### src/shared/slsl_pkg.sv
// package of constants and types for the serial line status logic
`default_nettype none
package slsl_pkg;
   // ========================================================================
   // register map
   localparam logic [2:0] LINE_STATUS_OFS = 3'h5;
   localparam logic [2:0] RX_DATA_OFS     = 3'h0;
   localparam logic [7:0] LINE_STATUS_RST = 8'h60;
   // ========================================================================
   // line status bit positions
   localparam int BIT_DATA_READY   = 0;
   localparam int BIT_OVERRUN      = 1;
   localparam int BIT_PARITY_ERR   = 2;
   localparam int BIT_FRAMING_ERR  = 3;
   localparam int BIT_BREAK        = 4;
   localparam int BIT_HOLD_EMPTY   = 5;
   localparam int BIT_ALL_EMPTY    = 6;
   localparam int BIT_QUEUE_ERROR  = 7;
   // ========================================================================
   // receive FIFO geometry and entry layout: {break, framing, parity, data}
   localparam int RX_DEPTH         = 16;
   localparam int RX_ENTRY_W       = 11;
   localparam int ENT_PAR          = 8;
   localparam int ENT_FRM          = 9;
   localparam int ENT_BRK          = 10;
   // ========================================================================
   // timing: clock and bit rates
   localparam int CLOCK_HZ         = 25_000_000;
   localparam int OVERSAMPLE       = 16;
   localparam int BAUD_DEFAULT     = 9600;
   localparam int DIV_DEFAULT      = CLOCK_HZ / (BAUD_DEFAULT * OVERSAMPLE);
   localparam logic [3:0] HALF_BIT_TICKS = 4'h7;
   localparam logic [3:0] FULL_BIT_TICKS = 4'hF;
   // ========================================================================
   // receiver states
   typedef enum logic [2:0] {SLSL_IDLE, SLSL_START, SLSL_DATA, SLSL_PAR, SLSL_STOP, SLSL_BRK_WAIT}
      slsl_rx_state_e;
endpackage : slsl_pkg
`default_nettype wire

### src/hdl/slsl_line_status.sv
// line status logic: receiver framing checks, flags and the status register
`timescale 1ns/100ps
`default_nettype none
module slsl_line_status
#(
   parameter int DIV   = slsl_pkg::DIV_DEFAULT,
   parameter int DEPTH = slsl_pkg::RX_DEPTH
)
(
   // clock and reset
   input  wire logic       i_clock,
   input  wire logic       i_nrst,
   // host register port
   input  wire logic [2:0] i_addr,
   input  wire logic       i_rd,
   input  wire logic       i_wr,
   output logic [7:0]      o_rdata,
   // configuration
   input  wire logic       i_fifo_mode,
   input  wire logic       i_parity_enable,
   input  wire logic       i_parity_even_select,
   input  wire logic [1:0] i_word_len_sel,
   input  wire logic       i_hold_empty_irq_en,
   input  wire logic       i_line_irq_en,
   // transmit path status
   input  wire logic       i_tx_hold_write,
   input  wire logic       i_tx_hold_to_shift,
   input  wire logic       i_tx_queue_empty,
   input  wire logic       i_tx_shift_busy,
   // serial line
   input  wire logic       i_serial_receive_input,
   // interrupt requests
   output logic            o_hold_empty_irq,
   output logic            o_line_irq
);
   import slsl_pkg::*;

   typedef struct packed
   {
      slsl_rx_state_e st;
      logic [3:0]     ticks;
      logic [3:0]     bitn;
      logic [7:0]     shreg;
      logic           par_bad;
      logic           all_zero;
      logic           resync;
      logic [7:0]     hold_data;
      logic           data_ready;
      logic           overrun;
      logic           parity_err;
      logic           framing_err;
      logic           brk;
      logic           hold_empty;
      logic           queue_err_latched;
      logic           head_ack;
      logic [7:0]     rdata;
   } slsl_state_s;

   slsl_state_s st_q;
   slsl_state_s st_d;

   logic                  tick;
   logic                  rd_status;
   logic                  rd_data;
   logic                  done;
   logic                  done_brk;
   logic                  done_frm;
   logic                  done_par;
   logic [RX_ENTRY_W-1:0] entry;
   logic [RX_ENTRY_W-1:0] head;
   logic                  f_empty;
   logic                  f_full;
   logic                  f_any_err;
   logic                  push;
   logic                  all_empty;
   logic [7:0]            status;
   logic [3:0]            data_bits;
   logic                  rx_in;

   // ========================================================================
   // oversample enable and receive storage
   slsl_tick_div #(.DIV(DIV)) u_div
   (
      .i_clock (i_clock),
      .i_nrst  (i_nrst),
      .o_tick  (tick)
   );

   slsl_rx_fifo #(.W(RX_ENTRY_W), .DEPTH(DEPTH)) u_fifo
   (
      .i_clock     (i_clock),
      .i_nrst      (i_nrst),
      .i_flush     (!i_fifo_mode),
      .i_push      (push),
      .i_wdata     (entry),
      .i_pop       (rd_data && i_fifo_mode),
      .o_head      (head),
      .o_empty     (f_empty),
      .o_full      (f_full),
      .o_any_error (f_any_err)
   );

   // ========================================================================
   // decode and helpers
   function automatic logic hit(input logic [2:0] a, input logic [2:0] ofs, input logic s);
      hit = s && (a == ofs);
   endfunction : hit

   assign rd_status = hit(i_addr, LINE_STATUS_OFS, i_rd);
   assign rd_data   = hit(i_addr, RX_DATA_OFS, i_rd);
   assign data_bits = 4'h5 + {2'b00, i_word_len_sel};
   assign rx_in     = i_serial_receive_input;
   assign done_brk  = st_q.all_zero && !rx_in;
   assign done_frm  = !rx_in;
   assign done_par  = st_q.par_bad;
   assign entry     = {done_brk, done_frm && !done_brk, done_par && !done_brk,
                       done_brk ? 8'h00 : st_q.shreg};
   assign done      = tick && (st_q.st == SLSL_STOP) && (st_q.ticks == FULL_BIT_TICKS);
   assign push      = done && i_fifo_mode;
   // transmit side: fifo mode uses the transmit queue in place of the holding register
   assign all_empty = (i_fifo_mode ? i_tx_queue_empty : st_q.hold_empty) && !i_tx_shift_busy;

   // ========================================================================
   // status word: fifo mode reports errors of the head character
   always_comb
   begin
      status = 8'h00;
      if (i_fifo_mode)
      begin
         status[BIT_DATA_READY]  = !f_empty;
         status[BIT_PARITY_ERR]  = !f_empty && !st_q.head_ack && head[ENT_PAR];
         status[BIT_FRAMING_ERR] = !f_empty && !st_q.head_ack && head[ENT_FRM];
         status[BIT_BREAK]       = !f_empty && !st_q.head_ack && head[ENT_BRK];
         status[BIT_QUEUE_ERROR] = st_q.queue_err_latched;
      end
      else
      begin
         status[BIT_DATA_READY]  = st_q.data_ready;
         status[BIT_PARITY_ERR]  = st_q.parity_err;
         status[BIT_FRAMING_ERR] = st_q.framing_err;
         status[BIT_BREAK]       = st_q.brk;
      end
      status[BIT_OVERRUN]    = st_q.overrun;
      status[BIT_HOLD_EMPTY] = st_q.hold_empty;
      status[BIT_ALL_EMPTY]  = all_empty;
   end

   // ========================================================================
   // receiver sequencing and flag updates
   always_comb
   begin
      st_d = st_q;
      if (tick)
      begin
         st_d.ticks = st_q.ticks + 4'h1;
         case (st_q.st)
            SLSL_IDLE:
            begin
               st_d.ticks = 4'h0;
               if (!rx_in)
                  st_d.st = SLSL_START;
            end
            SLSL_START:
            begin
               // mid-bit check rejects glitches; a resync start is sampled a second time here
               if (st_q.ticks == HALF_BIT_TICKS)
               begin
                  st_d.ticks    = 4'h0;
                  st_d.bitn     = 4'h0;
                  st_d.par_bad  = 1'b0;
                  st_d.all_zero = 1'b1;
                  st_d.resync   = 1'b0;
                  st_d.st       = rx_in ? SLSL_IDLE : SLSL_DATA;
               end
            end
            SLSL_DATA:
            begin
               if (st_q.ticks == FULL_BIT_TICKS)
               begin
                  st_d.shreg    = {rx_in, st_q.shreg[7:1]};
                  st_d.par_bad  = st_q.par_bad ^ rx_in;
                  st_d.all_zero = st_q.all_zero && !rx_in;
                  st_d.bitn     = st_q.bitn + 4'h1;
                  if (st_q.bitn == data_bits - 4'h1)
                  begin
                     st_d.st = i_parity_enable ? SLSL_PAR : SLSL_STOP;
                     // short words land right-aligned
                     st_d.shreg = {rx_in, st_q.shreg[7:1]} >> (4'h8 - data_bits);
                  end
               end
            end
            SLSL_PAR:
            begin
               if (st_q.ticks == FULL_BIT_TICKS)
               begin
                  // even parity wants an even count of ones over data and parity
                  st_d.par_bad  = (st_q.par_bad ^ rx_in) ^ !i_parity_even_select;
                  st_d.all_zero = st_q.all_zero && !rx_in;
                  st_d.st       = SLSL_STOP;
               end
            end
            SLSL_STOP:
            begin
               if (st_q.ticks == FULL_BIT_TICKS)
               begin
                  st_d.ticks = 4'h0;
                  if (done_brk)
                     st_d.st = SLSL_BRK_WAIT;
                  else if (done_frm)
                     st_d.st = SLSL_START;
                  else
                     st_d.st = SLSL_IDLE;
               end
            end
            SLSL_BRK_WAIT:
            begin
               // line must idle high half a bit before a new start is accepted
               if (!rx_in)
                  st_d.ticks = 4'h0;
               else if (st_q.ticks == HALF_BIT_TICKS)
                  st_d.st = SLSL_IDLE;
            end
            default:
               st_d.st = SLSL_IDLE;
         endcase
         if (!i_parity_enable)
            st_d.par_bad = 1'b0;
      end

      // clears from host reads first, so a completing character wins below
      if (rd_status)
      begin
         st_d.overrun     = 1'b0;
         st_d.parity_err  = 1'b0;
         st_d.framing_err = 1'b0;
         st_d.brk         = 1'b0;
         st_d.queue_err_latched = 1'b0;
      end
      if (rd_data && !i_fifo_mode)
         st_d.data_ready = 1'b0;
      if (rd_data)
         st_d.rdata = !i_fifo_mode ? st_q.hold_data : (f_empty ? 8'h00 : head[7:0]);
      else if (rd_status)
         st_d.rdata = status;

      // a status read hides the head's error marks until the next character reaches the head
      if (rd_data || f_empty)
         st_d.head_ack = 1'b0;
      if (rd_status && i_fifo_mode && !f_empty)
         st_d.head_ack = 1'b1;

      // queue error summary latches while the stored error count is nonzero and clears on a status read, set wins over a read
      if (f_any_err && !rd_status)
         st_d.queue_err_latched = 1'b1;
      else if (f_any_err && rd_status)
         st_d.queue_err_latched = 1'b1;
      if (!i_fifo_mode)
         st_d.queue_err_latched = 1'b0;

      if (done)
      begin
         if (i_fifo_mode)
         begin
            if (f_full && !(rd_data))
               st_d.overrun = 1'b1;
         end
         else
         begin
            if (st_q.data_ready && !rd_data)
               st_d.overrun = 1'b1;
            st_d.hold_data   = entry[7:0];
            st_d.data_ready  = 1'b1;
            st_d.parity_err  = st_q.parity_err | entry[ENT_PAR];
            st_d.framing_err = st_q.framing_err | entry[ENT_FRM];
            st_d.brk         = st_q.brk | entry[ENT_BRK];
         end
      end

      // holding-empty: the move into the shift register or an emptied queue sets it
      if (i_tx_hold_write)
         st_d.hold_empty = 1'b0;
      if (i_fifo_mode ? i_tx_queue_empty && !i_tx_hold_write : i_tx_hold_to_shift)
         st_d.hold_empty = 1'b1;
   end

   // ========================================================================
   // state register; writes to the status word are ignored on purpose
   always_ff @(posedge i_clock or negedge i_nrst)
   begin
      if (!i_nrst)
      begin
         st_q            <= '0;
         st_q.st         <= SLSL_IDLE;
         st_q.hold_empty <= LINE_STATUS_RST[BIT_HOLD_EMPTY];
      end
      else
      begin
         st_q <= st_d;
      end
   end

   // ========================================================================
   // outputs
   assign o_rdata          = st_q.rdata;
   assign o_hold_empty_irq = i_hold_empty_irq_en && st_q.hold_empty;
   assign o_line_irq       = i_line_irq_en && (|status[BIT_BREAK:BIT_OVERRUN]);
endmodule : slsl_line_status
`default_nettype wire

### src/hdl/slsl_tick_div.sv
// divider giving the one-cycle oversample enable
`timescale 1ns/100ps
`default_nettype none
module slsl_tick_div
#(
   parameter int DIV = slsl_pkg::DIV_DEFAULT
)
(
   // clock and reset
   input  wire logic i_clock,
   input  wire logic i_nrst,
   // enable out
   output logic      o_tick
);
   import slsl_pkg::*;

   typedef struct packed
   {
      logic [15:0] cnt;
      logic        tick;
   } slsl_div_s;

   slsl_div_s st_q;
   slsl_div_s st_d;

   // ========================================================================
   // counter wraps at DIV-1 and pulses the enable for one cycle
   always_comb
   begin
      st_d      = st_q;
      st_d.tick = 1'b0;
      if (st_q.cnt == 16'(DIV - 1))
      begin
         st_d.cnt  = 16'h0000;
         st_d.tick = 1'b1;
      end
      else
      begin
         st_d.cnt = st_q.cnt + 16'h0001;
      end
   end

   always_ff @(posedge i_clock or negedge i_nrst)
   begin
      if (!i_nrst)
         st_q <= '0;
      else
         st_q <= st_d;
   end

   assign o_tick = st_q.tick;
endmodule : slsl_tick_div
`default_nettype wire

### src/hdl/slsl_rx_fifo.sv
// receive FIFO holding each character with its error bits
`timescale 1ns/100ps
`default_nettype none
module slsl_rx_fifo
#(
   parameter int W     = slsl_pkg::RX_ENTRY_W,
   parameter int DEPTH = slsl_pkg::RX_DEPTH
)
(
   // clock and reset
   input  wire logic         i_clock,
   input  wire logic         i_nrst,
   input  wire logic         i_flush,
   // write side
   input  wire logic         i_push,
   input  wire logic [W-1:0] i_wdata,
   // read side
   input  wire logic         i_pop,
   output logic [W-1:0]      o_head,
   output logic              o_empty,
   output logic              o_full,
   // set while any stored entry carries an error
   output logic              o_any_error
);
   import slsl_pkg::*;
   localparam int AW = $clog2(DEPTH);

   typedef struct packed
   {
      logic [AW-1:0] wp;
      logic [AW-1:0] rp;
      logic [AW:0]   cnt;
      logic [AW:0]   errs;
   } slsl_fifo_s;

   slsl_fifo_s         st_q;
   slsl_fifo_s         st_d;
   logic [W-1:0]       mem [DEPTH];
   logic               do_push;
   logic               do_pop;
   logic               in_err;
   logic               out_err;

   // ========================================================================
   // pointers, fill level and error count move together
   always_comb
   begin
      do_pop  = i_pop && (st_q.cnt != '0);
      // a pop frees the slot that a push in the same cycle takes
      do_push = i_push && ((st_q.cnt != (AW+1)'(DEPTH)) || do_pop);
      in_err  = |i_wdata[ENT_BRK:ENT_PAR];
      out_err = |mem[st_q.rp][ENT_BRK:ENT_PAR];
      st_d    = st_q;
      if (do_push)
         st_d.wp = st_q.wp + AW'(1);
      if (do_pop)
         st_d.rp = st_q.rp + AW'(1);
      st_d.cnt  = st_q.cnt + (AW+1)'(do_push) - (AW+1)'(do_pop);
      st_d.errs = st_q.errs + (AW+1)'(do_push && in_err) - (AW+1)'(do_pop && out_err);
      if (i_flush)
         st_d = '0;
   end

   always_ff @(posedge i_clock or negedge i_nrst)
   begin
      if (!i_nrst)
         st_q <= '0;
      else
         st_q <= st_d;
   end

   // storage has no reset; only written slots are ever read
   always_ff @(posedge i_clock)
   begin
      if (do_push)
         mem[st_q.wp] <= i_wdata;
   end

   assign o_head      = mem[st_q.rp];
   assign o_empty     = (st_q.cnt == '0);
   assign o_full      = (st_q.cnt == (AW+1)'(DEPTH));
   assign o_any_error = (st_q.errs != '0);
endmodule : slsl_rx_fifo
`default_nettype wire

### config.mk
export PLATFORM = sky130hd
export DESIGN_NAME = slsl_line_status
export DESIGN_NICKNAME = d
export VERILOG_FILES = /design/src/shared/slsl_pkg.sv /design/src/hdl/slsl_line_status.sv /design/src/hdl/slsl_tick_div.sv /design/src/hdl/slsl_rx_fifo.sv
export SDC_FILE = /design/constraint.sdc
export NUM_CORES = 1
export LEC_CHECK = 0
export BUFFER_PORTS_ARGS = -buffer_cell sky130_fd_sc_hd__buf_2
export CAP_MARGIN = 10
export CORE_ASPECT_RATIO = 0.7
export CORE_MARGIN = 1.5
export CORE_UTILIZATION = 29
export CTS_BUF_LIST = sky130_fd_sc_hd__clkbuf_4 sky130_fd_sc_hd__clkbuf_8 sky130_fd_sc_hd__clkbuf_16
export CTS_CLUSTER_DIAMETER = 200
export DETAILED_ROUTE_END_ITERATION = 10
export MAX_ROUTING_LAYER = met4
export PLACE_DENSITY = 0.42
export SLEW_MARGIN = 20
export SYNTH_ARGS = -nofsm -noshare
export SYNTH_HDL_FRONTEND = slang
export SYNTH_SLANG_ARGS = --single-unit
### constraint.sdc
create_clock -name i_clock -period 8.5 [get_ports i_clock]
set_input_delay 0 -clock i_clock [delete_from_list [all_inputs] [get_ports i_clock]]
set_output_delay 0 -clock i_clock [all_outputs]
set_load 0.02 [all_outputs]
==> impl_metrics.sql <==
INSERT INTO impl_metrics (metric_group, metric, value, unit) VALUES
('grt', 'global_route_wire_length_before_repair', '42700', 'um'),
('timing', 'final.period_utilization', '49.8', '%'),
('clocking', 'post_cts_resized', '0', ''),
('power', 'largest_voltage_drop_on_the_vdd_net', '118', 'uV'),
('layout', 'final_core_utilization', '33.9', '%'),
('layout', 'layoutNonFillerInstCount', '1329', ''),
('floorplanning', 'floorplan.die_area', '40800', 'um2'),
('clocking', 'clock_tree.htree_level_count', '1', ''),
('synth', 'synth_enable_flop_cells', '176', ''),
('layout', 'syn2layout_area_growth', '14.2', '%'),
('floorplanning', 'start_util', '29.7', '%'),
('timing', 'finalClockSkew', '0.00774', 'ns'),
('floorplanning', 'die_width', '241', 'um'),
('timing', 'fin_worst_hold_slack', '0.0545', 'ns'),
('flow_run', 'max_cap_viol_count', '0', ''),
('worst_setup_path', 'crit_fanout', '21', ''),
('grt', 'grt-ovfl-total', '0', ''),
('layout', 'fillCellCount', '3741', ''),
('timing', 'rsz0062_at_grt', 'false', ''),
('clocking', 'tritoncts', 'done', ''),
('detailed_routing', 'route.antenna.remaining_nets', '0', ''),
('grt', 'maximum_number_of_pins_on_one_net_before_global_route_repair', '65', ''),
('synth', 'yosys_reg_bits', '256', ''),
('synth', 'postSynthCellCount', '747', ''),
('layout', 'count_of_nets_after_finishing', '826', ''),
('placement', 'placedCellCount', '1269', ''),
('grt', 'first_global_vias', '6678', ''),
('synth', 'ys.warnings.count', '0', ''),
('clocking', 'worst_skew_pair.late_latency', '0.55', 'ns'),
('synth', 'post_synth_num_cell_types', '68', ''),
('floorplanning', 'placement_rows', '60', ''),
('grt', 'initial_antenna_violation_count', '0', ''),
('hold_path', 'holdCritPathClass', 'in2reg', ''),
('placement', 'gpl.final_weighted_congestion', '0.726', ''),
('synth', 'synth_area_per_cell', '15.4', 'um2'),
('timing', 'finalSetupViolCount', '0', ''),
('synth', 'async_flop_share', '31.3', '%'),
('detailed_routing', 'routed_vias', '6588', ''),
('detailed_routing', 'remaining_design_rule_violation_count', '0', ''),
('worst_setup_path', 'crit_type', 'reg2reg', ''),
('floorplanning', 'chipHeight', '170', 'um'),
('synth', 'post_synth_instance_area', '11500', 'um2'),
('timing', 'hold_viol', '0', ''),
('timing', 'timing.slew.headroom', '29.9', '%'),
('clocking', 'clkSinkCount', '256', ''),
('worst_setup_path', 'r2r_cells', '13', ''),
('timing', 'slew_violations', '0', ''),
('placement', 'port_buffers', '27', ''),
('clocking', 'cts_root_buf', 'sky130_fd_sc_hd__clkbuf_16', ''),
('worst_setup_path', 'regToRegSetupSlack', '4.27', 'ns'),
('synth', 'yosysSeqAreaShare', '63.4', '%'),
('timing', 'timing.setup.tns', '0', 'ns'),
('detailed_routing', 'detail_route.wirelength', '28000', 'um'),
('layout', 'most_used_cells_in_the_layout_excluding_fill_and_tap_cells', '176 x sky130_fd_sc_hd__edfxtp_1, 78 x sky130_fd_sc_hd__dfrtp_1, 53 x sky130_fd_sc_hd__nand2_1, 36 x sky130_fd_sc_hd__mux4_2', ''),
('detailed_routing', 'detail_route.first_pass.iterations', '5', ''),
('hold_path', 'whs_path_depth', '3', ''),
('worst_setup_path', 'critPathRequiredTime', '8.98', 'ns'),
('detailed_routing', 'average_wire_per_cell_in_the_routed_design', '21.1', 'um'),
('floorplanning', 'core-area', '38700', 'um2'),
('worst_setup_path', 'crit_path_end_kind', 'register', ''),
('power', 'power.density', '205', 'nW/um2'),
('detailed_routing', 'routed_via_density', '4.96', ''),
('timing', 'max_clock_freq', '236', 'MHz'),
('layout', 'mostFrequentLayoutCell', 'sky130_fd_sc_hd__edfxtp_1', ''),
('layout', 'drive_above_1_share', '19.0', '%'),
('timing', 'final_period_minus_worst_setup_slack', '4.23', 'ns'),
('grt', 'global_route.usage.total', '14.5', '%'),
('detailed_routing', 'drt-initial-drc-count', '480', ''),
('floorplanning', 'boundaryPins', '29', ''),
('clocking', 'clockBufferDepth', '3', ''),
('run_status', 'status', 'finished, final reports clean', ''),
('placement', 'hpwl', '17700', 'um'),
('timing', 'actual_transition_at_the_worst_max_transition_pin', '1.05', 'ns'),
('worst_setup_path', 'start_kind', 'register', ''),
('worst_setup_path', 'critPathArrivalTime', '4.71', 'ns'),
('synth', 'main_synth_ff_type', 'sky130_fd_sc_hd__edfxtp_1', ''),
('clocking', 'clk_pin_slew', '0.06', 'ns'),
('synth', 'synthesis.nets', '792', ''),
('power', 'power.static_leakage', '4.30', 'nW'),
('clocking', 'cts_made_buffers', '27', '');
path summary, 6_finish.rpt:
| check | from | endpoint |
|---|---|---|
| setup reg to reg | u_fifo.st_q[10]$_DFFE_PN0P_ | u_fifo.st_q[4]$_DFF_PN0_ |
| hold reg to reg | st_q[12]$_DFF_PN0_ | st_q[12]$_DFF_PN0_ |
| min in group asynchronous | i_nrst | st_q[10]$_DFFE_PN1P_ |
| max in group asynchronous | i_nrst | u_fifo.st_q[10]$_DFFE_PN0P_ |
| hold / removal | i_word_len_sel[0] | st_q[32]$_DFFE_PN0P_ |
| setup / recovery | u_fifo.st_q[10]$_DFFE_PN0P_ | u_fifo.st_q[4]$_DFF_PN0_ |
what timing repair did:
| action | CTS | global route |
|---|---|---|
| hold endpoints to repair | 97 | 0 |
| setup buffers | 0 | 0 |
| hold buffers | 10 | 0 |
report_power, final:
group          internal, mW  total [mW]  leakage, nW  switching (mW)
sequential             1.34        1.36         2.28          0.0180
combinational        0.0644       0.161         1.59          0.0969
clock                 0.673        1.17        0.428           0.498
synth_stat cells, drive strengths merged (3+ instances only):
| master | count | area share (%) |
|---|---|---|
| edfxtp | 176 | 46 |
| dfrtp | 79 | 17 |
| mux4 | 56 | 12 |
| nand2 | 53 | 1.7 |
| nor2 | 36 | 1.2 |
| inv | 30 | 0.98 |
| ha | 24 | 2.6 |
| o21ai | 24 | 1.0 |
| and2 | 23 | 1.3 |
| buf | 23 | 1.6 |
| clkbuf | 20 | 0.72 |
| a21oi | 18 | 0.78 |
| xnor2 | 18 | 1.4 |
| mux2i | 15 | 1.3 |
| nand3 | 15 | 0.70 |
| mux2 | 13 | 1.3 |
| nor2b | 8 | 0.44 |
| o22ai | 8 | 0.44 |
| and3 | 7 | 0.38 |
| nand4 | 6 | 0.33 |
| nor3 | 6 | 0.30 |
| nor4 | 6 | 0.33 |
| xor2 | 6 | 0.46 |
| a221oi | 5 | 0.38 |
| nor3b | 5 | 0.33 |
| nand3b | 4 | 0.26 |
| or3 | 4 | 0.22 |
| a21o | 3 | 0.20 |
| a22oi | 3 | 0.20 |
| a31oi | 3 | 0.16 |
| a32o | 3 | 0.26 |
| nand2b | 3 | 0.16 |
| nor4b | 3 | 0.23 |
| o211ai | 3 | 0.20 |
| o2bb2ai | 3 | 0.23 |
metrics by stage:
step | power [mW] | cell area [um2] | setup slack (ns)
final | 2.69 | 13100 | 4.27
after global placement | 1.54 | 12100 | 4.23
after global routing | 2.79 | 13100 | 4.02
after CTS | 2.73 | 13100 | 4.24
after floorplan | 1.50 | 11500 | 5.29
after detailed placement | 1.54 | 12100 | 4.25
cell type report:
| type | instances | area (um2) | share of cell area (%) |
|---|---|---|---|
| Antenna cell | 1 | 2.50 | 0.0191 |
| Clock buffer | 33 | 733 | 5.59 |
| Clock inverter | 16 | 136 | 1.04 |
| Inverter | 30 | 113 | 0.858 |
| Multi-Input combinational cell | 417 | 3860 | 29.4 |
| Sequential cell | 256 | 7290 | 55.6 |
| Tap cell | 527 | 659 | 5.03 |
| Timing Repair Buffer | 49 | 328 | 2.50 |
worst max-delay path, stage by stage, from the launching register on:
cell                      delay (ns)
sky130_fd_sc_hd__dfrtp_2        0.86
sky130_fd_sc_hd__mux4_1         0.66
sky130_fd_sc_hd__mux2i_1        0.35
sky130_fd_sc_hd__nand3_1        0.14
sky130_fd_sc_hd__a21oi_1        0.36
sky130_fd_sc_hd__nor2b_1        0.10
sky130_fd_sc_hd__ha_1           0.28
sky130_fd_sc_hd__inv_1          0.04
sky130_fd_sc_hd__ha_1           0.22
sky130_fd_sc_hd__fa_1           0.40
sky130_fd_sc_hd__a21oi_1        0.15
sky130_fd_sc_hd__nor2_1         0.06
sky130_fd_sc_hd__or3_1          0.35
sky130_fd_sc_hd__a21oi_1        0.15
flip-flops by register name, indices dropped and copies added (netlist names):
| register | flops |
|---|---|
| done_par | 1 |
| o_rdata | 8 |
| st_q | 36 |
| u_div.o_tick | 1 |
| u_div.st_q | 16 |
| u_fifo.mem | 176 |
| u_fifo.st_q | 18 |
logic make-up after synthesis:
family	after synthesis	synth area share, %
DFF	256	63.4
AOI/OAI and AO/OA	93	5.47
and+or+nand+nor	189	8.58
xor gates and xnor gates	25	2.03
adders and majority gates	26	2.96
buffers and inverters	74	3.33
muxes	84	14.2
metal layers:
layer / global-route usage, % / vias to the layer above / wire (um)
li1: - / 2941 / -
met1: 21.1 / 3473 / 13800
met2: 21.4 / 136 / 12600
met3: 2.07 / 38 / 1020
met4: 3.18 / 0 / 550
met5: - / - / 0
Note: power is estimated with default switching activity, not from simulation.
